**config.mk**
```make
export PLATFORM = sky130hd
export DESIGN_NAME = fsk_noise_detector_config
export DESIGN_NICKNAME = d
export VERILOG_FILES = /design/src/common/nd_cfg_pkg.sv /design/src/hw/fsk_noise_detector_config.sv /design/src/hw/noise_cfg_copy.sv
export SDC_FILE = /design/constraint.sdc
export NUM_CORES = 1
export LEC_CHECK = 0
export ABC_AREA = 0
export CAP_MARGIN = 20
export CORE_UTILIZATION = 62
export DETAILED_ROUTE_END_ITERATION = 16
export DONT_BUFFER_PORTS = 1
export PLACE_DENSITY = 0.79
export REMOVE_ABC_BUFFERS = 1
export SLEW_MARGIN = 20
export SYNTH_ARGS = -nofsm -noshare
export SYNTH_HDL_FRONTEND = slang
export SYNTH_SLANG_ARGS = --single-unit
```
**constraint.sdc**
```tcl
create_clock -name pclk -period 2 [get_ports pclk]
set_input_delay 0.4 -clock pclk [delete_from_list [all_inputs] [get_ports pclk]]
set_output_delay 0.4 -clock pclk [all_outputs]
set_load 0.005 [all_outputs]
```
**src/common/nd_cfg_pkg.sv**
```systemverilog
// Constants for the noise detector configuration bank.
// Assumes a 32-bit APB slave with one aligned word per register.
package nd_cfg_pkg;
  // Register indices as printed; byte address is four times the index
  localparam logic [7:0] IDX_THRES_A = 8'h80;
  localparam logic [7:0] IDX_CFG_A   = 8'h81;
  localparam logic [7:0] IDX_THRES_B = 8'hA0;
  localparam logic [7:0] IDX_CFG_B   = 8'hA1;
  localparam logic [7:0] IDX_SET_SEL = 8'hC0;  // Active set select
  localparam logic [7:0] IDX_STATUS  = 8'hC1;  // Live status readback
  localparam int         ADDR_W      = 10;
  localparam int         IDX_LSB     = 2;
  // Configuration byte fields
  localparam int         SEL_MSB     = 5;
  localparam int         SEL_LSB     = 4;
  localparam int         LVL_MSB     = 3;
  localparam int         LVL_LSB     = 2;
  localparam int         SLEW_MSB    = 1;
  localparam int         SLEW_LSB    = 0;
  localparam int         CFG_W       = 6;      // Bits 7:6 are not kept
  // Status word fields
  localparam int         ST_SET      = 0;
  localparam int         ST_SEL_LSB  = 1;
  localparam int         ST_VALID    = 3;
  // Reset values
  localparam logic [7:0] THRES_RST   = 8'h00;
  localparam logic [CFG_W-1:0] CFG_RST = 6'h00;
  // Detection schemes
  typedef enum logic [1:0] {
    SCHEME_SQUELCH   = 2'h0,
    SCHEME_NOISE     = 2'h1,
    SCHEME_BOTH      = 2'h2,
    SCHEME_SQ_NOISLO = 2'h3
  } scheme_t;
endpackage

```
**src/hw/fsk_noise_detector_config.sv**
```systemverilog
// APB register bank for the FSK noise detector, sets A and B.
// Assumes detector flags come from logic on pclk; no synchronisers.
//
// Functional notes
// - Two independent sets A/B, reset zero
// - Threshold is write-only full 8-bit byte
// - Bits 5:4 select the detection scheme
// - Scheme 3: noise path needs low threshold
//
// Local design decision: the APB register port.
`timescale 1ns/1ps
module fsk_noise_detector_config
  import nd_cfg_pkg::*;
(
  input  wire logic              pclk,
  input  wire logic              presetn,
  input  wire logic              psel,
  input  wire logic              penable,
  input  wire logic              pwrite,
  input  wire logic [ADDR_W-1:0] paddr,
  input  wire logic [31:0]       pwdata,
  output logic      [31:0]       prdata,
  output logic                   pready,
  output logic                   pslverr,
  input  wire logic              sig_power_det,   // Squelch says signal
  input  wire logic              noise_quiet,     // Noise below threshold
  input  wire logic              low_signal_det,  // Low threshold exceeded
  output logic      [7:0]        noise_threshold_value,
  output scheme_t                detector_scheme_select,
  output logic      [1:0]        threshold_level_cfg,
  output logic      [1:0]        peak_slew_cfg,
  output logic                   signal_valid
);
  // Per-set storage
  logic [7:0]       thr_a;        // Set A threshold
  logic [7:0]       thr_b;        // Set B threshold
  logic [CFG_W-1:0] cfg_a;        // Set A config
  logic [CFG_W-1:0] cfg_b;        // Set B config
  logic             set_sel_reg;  // 0 picks A, 1 picks B
  logic             wr_en;        // Access phase write
  logic [CFG_W-1:0] cfg_act;      // Active config
  scheme_t          scheme;       // Active scheme
  logic             valid_next;   // Combined detector decision

  // Index decode, used for writes, reads and errors
  function automatic logic hit(input logic [ADDR_W-1:0] a,
                               input logic [7:0]        i);
    hit = (a[ADDR_W-1:IDX_LSB] == i) && (a[IDX_LSB-1:0] == 2'h0);
  endfunction

  function automatic logic mapped(input logic [ADDR_W-1:0] a);
    mapped = hit(a, IDX_THRES_A) || hit(a, IDX_CFG_A) ||
             hit(a, IDX_THRES_B) || hit(a, IDX_CFG_B) ||
             hit(a, IDX_SET_SEL) || hit(a, IDX_STATUS);
  endfunction

  assign wr_en = psel && penable && pwrite && mapped(paddr);

  // Zero wait states; prdata is loaded during setup
  assign pready  = 1'b1;
  // Unmapped addresses flag an error in the access phase
  assign pslverr = psel && penable && !mapped(paddr);

  // Two independent copies, one per set
  noise_cfg_copy u_set_a (
    .pclk    (pclk),
    .presetn (presetn),
    .thr_we  (wr_en && hit(paddr, IDX_THRES_A)),
    .cfg_we  (wr_en && hit(paddr, IDX_CFG_A)),
    .wdata   (pwdata[7:0]),
    .thr     (thr_a),
    .cfg     (cfg_a)
  );

  noise_cfg_copy u_set_b (
    .pclk    (pclk),
    .presetn (presetn),
    .thr_we  (wr_en && hit(paddr, IDX_THRES_B)),
    .cfg_we  (wr_en && hit(paddr, IDX_CFG_B)),
    .wdata   (pwdata[7:0]),
    .thr     (thr_b),
    .cfg     (cfg_b)
  );

  // Active set select register
  always_ff @(posedge pclk or negedge presetn) begin
    if (!presetn) begin
      set_sel_reg <= 1'b0;
    end else if (wr_en && hit(paddr, IDX_SET_SEL)) begin
      set_sel_reg <= pwdata[0];
    end
  end

  // Read data; set registers are write-only and read as zero
  always_ff @(posedge pclk or negedge presetn) begin
    if (!presetn) begin
      prdata <= 32'h0000_0000;
    end else if (psel && !penable) begin
      prdata <= 32'h0000_0000;
      if (hit(paddr, IDX_SET_SEL)) begin
        prdata[0] <= set_sel_reg;
      end else if (hit(paddr, IDX_STATUS)) begin
        prdata[ST_SET]               <= set_sel_reg;
        prdata[ST_SEL_LSB+1:ST_SEL_LSB] <= scheme;
        prdata[ST_VALID]             <= signal_valid;
      end
    end
  end

  // Active config follows the selected set
  assign cfg_act = set_sel_reg ? cfg_b : cfg_a;
  assign scheme  = scheme_t'(cfg_act[SEL_MSB:SEL_LSB]);

  // Scheme decision; noise path in scheme 3 needs low threshold
  always_comb begin
    case (scheme)
      SCHEME_SQUELCH:   valid_next = sig_power_det;
      SCHEME_NOISE:     valid_next = noise_quiet;
      SCHEME_BOTH:      valid_next = sig_power_det || noise_quiet;
      SCHEME_SQ_NOISLO: valid_next = sig_power_det ||
                                     (noise_quiet && low_signal_det);
      default:          valid_next = 1'b0;
    endcase
  end

  // Detector-facing outputs, registered
  always_ff @(posedge pclk or negedge presetn) begin
    if (!presetn) begin
      noise_threshold_value  <= THRES_RST;
      detector_scheme_select <= SCHEME_SQUELCH;
      threshold_level_cfg    <= 2'h0;
      peak_slew_cfg          <= 2'h0;
      signal_valid           <= 1'b0;
    end else begin
      noise_threshold_value  <= set_sel_reg ? thr_b : thr_a;
      detector_scheme_select <= scheme;
      threshold_level_cfg    <= cfg_act[LVL_MSB:LVL_LSB];
      peak_slew_cfg          <= cfg_act[SLEW_MSB:SLEW_LSB];
      signal_valid           <= valid_next;
    end
  end
endmodule

```
**src/hw/noise_cfg_copy.sv**
```systemverilog
// One configuration set: noise threshold and detector configuration.
// Assumes write strobes are single-cycle and already decoded.
`timescale 1ns/1ps
module noise_cfg_copy
  import nd_cfg_pkg::*;
(
  input  wire logic             pclk,
  input  wire logic             presetn,
  input  wire logic             thr_we,   // Threshold write strobe
  input  wire logic             cfg_we,   // Config write strobe
  input  wire logic [7:0]       wdata,    // Write byte
  output logic      [7:0]       thr,      // Stored threshold
  output logic      [CFG_W-1:0] cfg       // Stored config bits 5:0
);
  // Threshold keeps the whole byte
  always_ff @(posedge pclk or negedge presetn) begin
    if (!presetn) begin
      thr <= THRES_RST;
    end else if (thr_we) begin
      thr <= wdata;
    end
  end

  // Upper two bits dropped, so writes there have no effect
  always_ff @(posedge pclk or negedge presetn) begin
    if (!presetn) begin
      cfg <= CFG_RST;
    end else if (cfg_we) begin
      cfg <= wdata[CFG_W-1:0];
    end
  end
endmodule

```
Yosys cells after proc, flatten, opt, wreduce, memory -nomap -nowiden
Cells that the tools add are included.
{"block": "totals", "inputBits": 50, "word_cells": 54, "output_inout_bits": 49, "ff_bits": 48}
{"block": "classes", "n_eq_ne": 9, "n_reduce_logical": 28, "muxes": 6}
{"operator": "8-bit equality test (second input constant)", "count": 6}
{"operator": "1-bit logical AND", "count": 17}
{"operator": "8-bit two-way mux", "count": 1}
{"operator": "1-bit logical OR", "count": 7}
{"operator": "6-bit two-way mux", "count": 1}
{"operator": "2-bit equality test (second input constant)", "count": 2}
{"operator": "2-bit zero test", "count": 2}
{"operator": "4-bit two-way mux", "count": 1}
{"operator": "1-bit one-hot mux with 4 select lines", "count": 1}
{"operator": "3-bit two-way mux", "count": 1}
{"operator": "2-bit by 1-bit equality test with 1-bit output (second input constant)", "count": 1}
{"operator": "1-bit zero test", "count": 2}
{"operator": "1-bit two-way mux", "count": 1}

Depth between registers and ports, before layout
{"block": "logic_depth", "ltp_word": 9, "depth_mapped": 5, "ltp_nobuf": 4}

Hierarchy
Synthesis repeated with hierarchy kept, for this count alone.
{"block": "unflattened", "cells_unflattened": 164, "hier_area_um2": 2289.7}
{"mod": "noise_cfg_copy", "area_per_inst_um2": 583.1, "n_inst": 2, "cells_each": 30}
{"mod": "fsk_noise_detector_config", "area_per_inst_um2": 1123.6, "n_inst": 1, "cells_each": 104}

Worst setup path before layout
OpenSTA, ideal clock, no wires.
{"block": "synth_timing", "path_kind": "input-to-reg", "start": "in paddr[8]", "end": "reg u_set_a.thr[0]", "t_arrival_ns": 1.921, "path_stages": 4, "setup_slack_ns": -0.046, "required_ns": 1.875, "path_cell_list": "or4b_4 > or4_4 > buf_6 > mux2_4"}
{"block": "synth_via", "elab_chain_cells": 9, "elab_cells_between_ends": 19}
{"item": "start: declaration", "line": "fsk_noise_detector_config.sv:20", "source": "input wire logic [ADDR_W-1:0] paddr,"}
{"item": "8-bit equality test", "line": "fsk_noise_detector_config.sv:48", "source": "hit = (a[ADDR_W-1:IDX_LSB] == i) && (a[IDX_LSB-1:0] == 2'h0);"}
{"item": "1-bit logical AND", "line": "fsk_noise_detector_config.sv:48"}
{"item": "1-bit logical OR (2 in a row)", "line": "fsk_noise_detector_config.sv:52", "source": "mapped = hit(a, IDX_THRES_A) || hit(a, IDX_CFG_A) ||"}
{"item": "1-bit logical OR (2 in a row)", "line": "fsk_noise_detector_config.sv:53", "source": "hit(a, IDX_THRES_B) || hit(a, IDX_CFG_B) ||"}
{"item": "1-bit logical OR", "line": "fsk_noise_detector_config.sv:54", "source": "hit(a, IDX_SET_SEL) || hit(a, IDX_STATUS);"}
{"item": "1-bit logical AND", "line": "fsk_noise_detector_config.sv:57", "source": "assign wr_en = psel && penable && pwrite && mapped(paddr);"}
{"item": "1-bit logical AND *", "line": "fsk_noise_detector_config.sv:68", "source": ".thr_we (wr_en && hit(paddr, IDX_THRES_A)),"}
{"item": "end signal: assignment", "line": "noise_cfg_copy.sv:20", "source": "thr <= wdata;"}
{"item": "end: declaration", "line": "noise_cfg_copy.sv:12", "source": "output logic [7:0] thr,"}
Every way passes the cells marked *; elsewhere a longest branch is shown, timed or not.
A chain may end at the register's enable or synchronous reset.

Worst setup path after layout
{"block": "layout_timing", "start": "in paddr[8]", "end": "reg u_set_b.thr[2]"}
{"block": "layout_via", "elab_chain_cells": 9, "elab_cells_between_ends": 19}
{"item": "8-bit equality test", "line": "fsk_noise_detector_config.sv:48"}
{"item": "1-bit logical AND", "line": "fsk_noise_detector_config.sv:48"}
{"item": "1-bit logical OR (2 in a row)", "line": "fsk_noise_detector_config.sv:52"}
{"item": "1-bit logical OR (2 in a row)", "line": "fsk_noise_detector_config.sv:53"}
{"item": "1-bit logical OR", "line": "fsk_noise_detector_config.sv:54"}
{"item": "1-bit logical AND", "line": "fsk_noise_detector_config.sv:57"}
{"item": "1-bit logical AND *", "line": "fsk_noise_detector_config.sv:78", "source": ".thr_we (wr_en && hit(paddr, IDX_THRES_B)),"}
{"item": "end signal: assignment", "line": "noise_cfg_copy.sv:20"}
{"item": "end: declaration", "line": "noise_cfg_copy.sv:12"}
Marks and branches as above.

==> results.cfg <==
[worst_setup_path]
ff2ff_setup_slack_ns = 0.58
crit_fanout = 5
r2r-start = set_sel_reg
cpMaxStageDelayCell = or4b_4
cp_slowest_stage_delay_ns = 0.53
required_ns = 2.27
arrival_ns = 1.93
r2r_cells = 4
cp_common_cell = buf_4
path_cells = or4b_4, buf_4, nor4_4, buf_4, mux2_2
rr_endpoint = signal_valid
path_class = in2reg
cp-end-kind = flip-flop
start_kind = input pin

[yosys]
yosys.area.top_type = dfrtp_1
syn_area_um2 = 2235
ys.warnings.count = 0
ys_seq_area_frac = 0.5375
ys_types = 27
ys_async_sr_fraction = 1.000
yosysMostFrequentCell = dfrtp_1
synth.top_cells.by_count = 48 x dfrtp_1, 33 x mux2_2, 29 x buf_4, 8 x mux2_4, 5 x nand2_1
netlist_instances = 162
synth_top_area_frac = 0.5375
synth_edf_count = 0
synth_area_leaders = dfrtp_1 54%, mux2_2 17%, buf_4 9.7%, mux2_4 5.4%, nor4_4 2.9%
syn_avg_cell_area_um2 = 13.79
synthFlopType = dfrtp_1
synth_seq_cells = 48

[timing]
final_hold_viol_count = 0
setup_ws_ns = 0.3414
drv_slew = 0
max_freq_mhz = 602.9
setup_violations = 0
min_period_ns = 1.659
finalClockSkew_ns = 0.01394
min_period_over_period = 0.8293
rsz0062_at_grt = no

[clock_tree]
cts_root_buf = clkbuf_4
cts.clk_slew.worst_paths_ns = 0.15
clk_latency_ns = 0.37
cts_inserted_buffers = 5
clock_path_buffers = 2
h-tree-depth = 2
cts_tree = yes
clkSinkCount = 48

[pwr]
ir_worst_vdd_mv = 0.6747
p_leak_uw = 0.001213
pwr-share-clk = 0.361
netSwitchingFraction = 0.2292
p_sw_uw = 376.0
p_comb_frac = 0.042
internal_power_uw = 1264
seqPwrFrac = 0.596
power_density_nw_per_um2 = 704.8

[worst_hold_path]
min_to = u_set_a.thr[6]
hold_start = pwdata[6]
holdCritPathClass = in2reg
min_path_cells = 1

[global_route]
grt_pass1_vias = 1132
grt.overflow.total = 0
grt_use_total = 0.2112
grt_pass1_wl_um = 5457
grt_max_degree = 49
antenna_found_initial = 0

[cells_and_area]
syn_to_final_growth_pct = 4.143
stdcell_area_um2 = 2327
final_nets = 222
reg_top3 = noise_threshold_value (8), u_set_a.thr (8), u_set_b.thr (8)
n_antenna_cell = 0
drive_above_1_share = 0.3699

[floorplanning]
start_util = 0.6593
rows = 21
die_w_um = 62.04
die_y_um = 62.04
die_area_um2 = 3848
core-area_um2 = 3390
io_pins = 99

[placed_design]
port_buffers = 0
dp_hpwl_um = 2497
place_ws_ns = -0.02724
placed_cell_area_um2 = 2206
gp_congestion = 0.6939

[detailed_routing]
wl_per_cell_um = 16.59
vias_per_cell = 5.452
drt_iter0_drc = 51
dr.pass1.iters = 4
routed_wl_um = 3633
drtAntennaViolNets = 0
drc_errors = 0
vias = 1194

[run_status]
status = completed

[flow_run]
max_cap_violations = 0
-- cells by family after synthesis --
group,Yosys count,synth area share
DFF,48,0.5375
muxes,43,0.2290
buffers and inverters,36,0.1125
and+or+nand+nor,25,0.09462
AOI/OAI and AO/OA,8,0.02296
other,2,0.003361
-- per-stage QoR --
stage	total power [µW]	std cells	setup TNS (ns)	utilization	hold slack (ns)
2_1_floorplan	1033	156	-0.1400	-	0.1044
3_3_place_gp	1038	209	0	0.6508	0.1053
3_5_place_dp	1039	209	-0.2340	0.6508	0.1055
4_1_cts	1648	219	0	0.6866	0.1485
5_1_grt	1701	219	0	0.6866	0.1312
6_report	1640	219	0	0.6866	0.1603
-- cell usage in the layout (no fill, tap or decap), drive strengths merged, types with 2 or more instances in the layout --
cell,n
nand2b,2
nand4,4
buf,8
dfrtp,48
mux2i,2
nor3b,2
mux2,41
nand3,2
nor4,3
inv,4
nand2,5
o31ai,3
clkbuf,5
conb,29
o21ai,2
-- worst max-delay path by stage --
stage,startpoint,endpoint,slack [ns],depth (start not counted)
3_3_place_gp,paddr[8],u_set_a.thr[4],0.002,3
2_1_floorplan,paddr[8],u_set_a.thr[0],-0.02,3
3_5_place_dp,paddr[8],u_set_b.cfg[0],-0.03,5
5_1_grt,paddr[8],u_set_b.thr[2],0.32,5
4_1_cts,paddr[8],u_set_b.thr[2],0.37,5
6_report,paddr[8],u_set_b.thr[2],0.34,5
-- critical path, delay by kind of cell --
family                 cells  cell delay [ns]
and+or+nand+nor            2             0.79
buffers and inverters      2             0.39
muxes                      1             0.34
-- area by class of cell --
type	instances	area [µm²]
clock inverters	3	46.29
well taps	46	57.56
inverters	3	11.26
clock buffers	5	37.54
multi-input cells	105	883.3
flip-flops and latches	48	1201
repair buffers	9	90.09
fillers	237	1062
-- per-layer routing --
layer	GRT usage	part of all wire
met2	0.3374	0.50
met1	0.2637	0.41
met3	0.05383	0.064
met5	0	0
met4	0.1143	0.024
-- timing repair --
item / CTS / global route
resized for setup: 0 / 0
setup buffers: 0 / 0
hold buffers: 2 / 0
hold endpoints to repair: 48 / 0
-- power groups by stage --
stage / sequential [µW] / clock (µW) / combinational, µW
2_1_floorplan: 996 / 0 / 37.0
6_report: 978 / 592 / 69.6
5_1_grt: 979 / 640 / 81.9
4_1_cts: 978 / 600 / 69.7
3_3_place_gp: 997 / 0 / 40.9
3_5_place_dp: 997 / 0 / 42.5
Note: power is estimated with default switching activity, not from simulation.
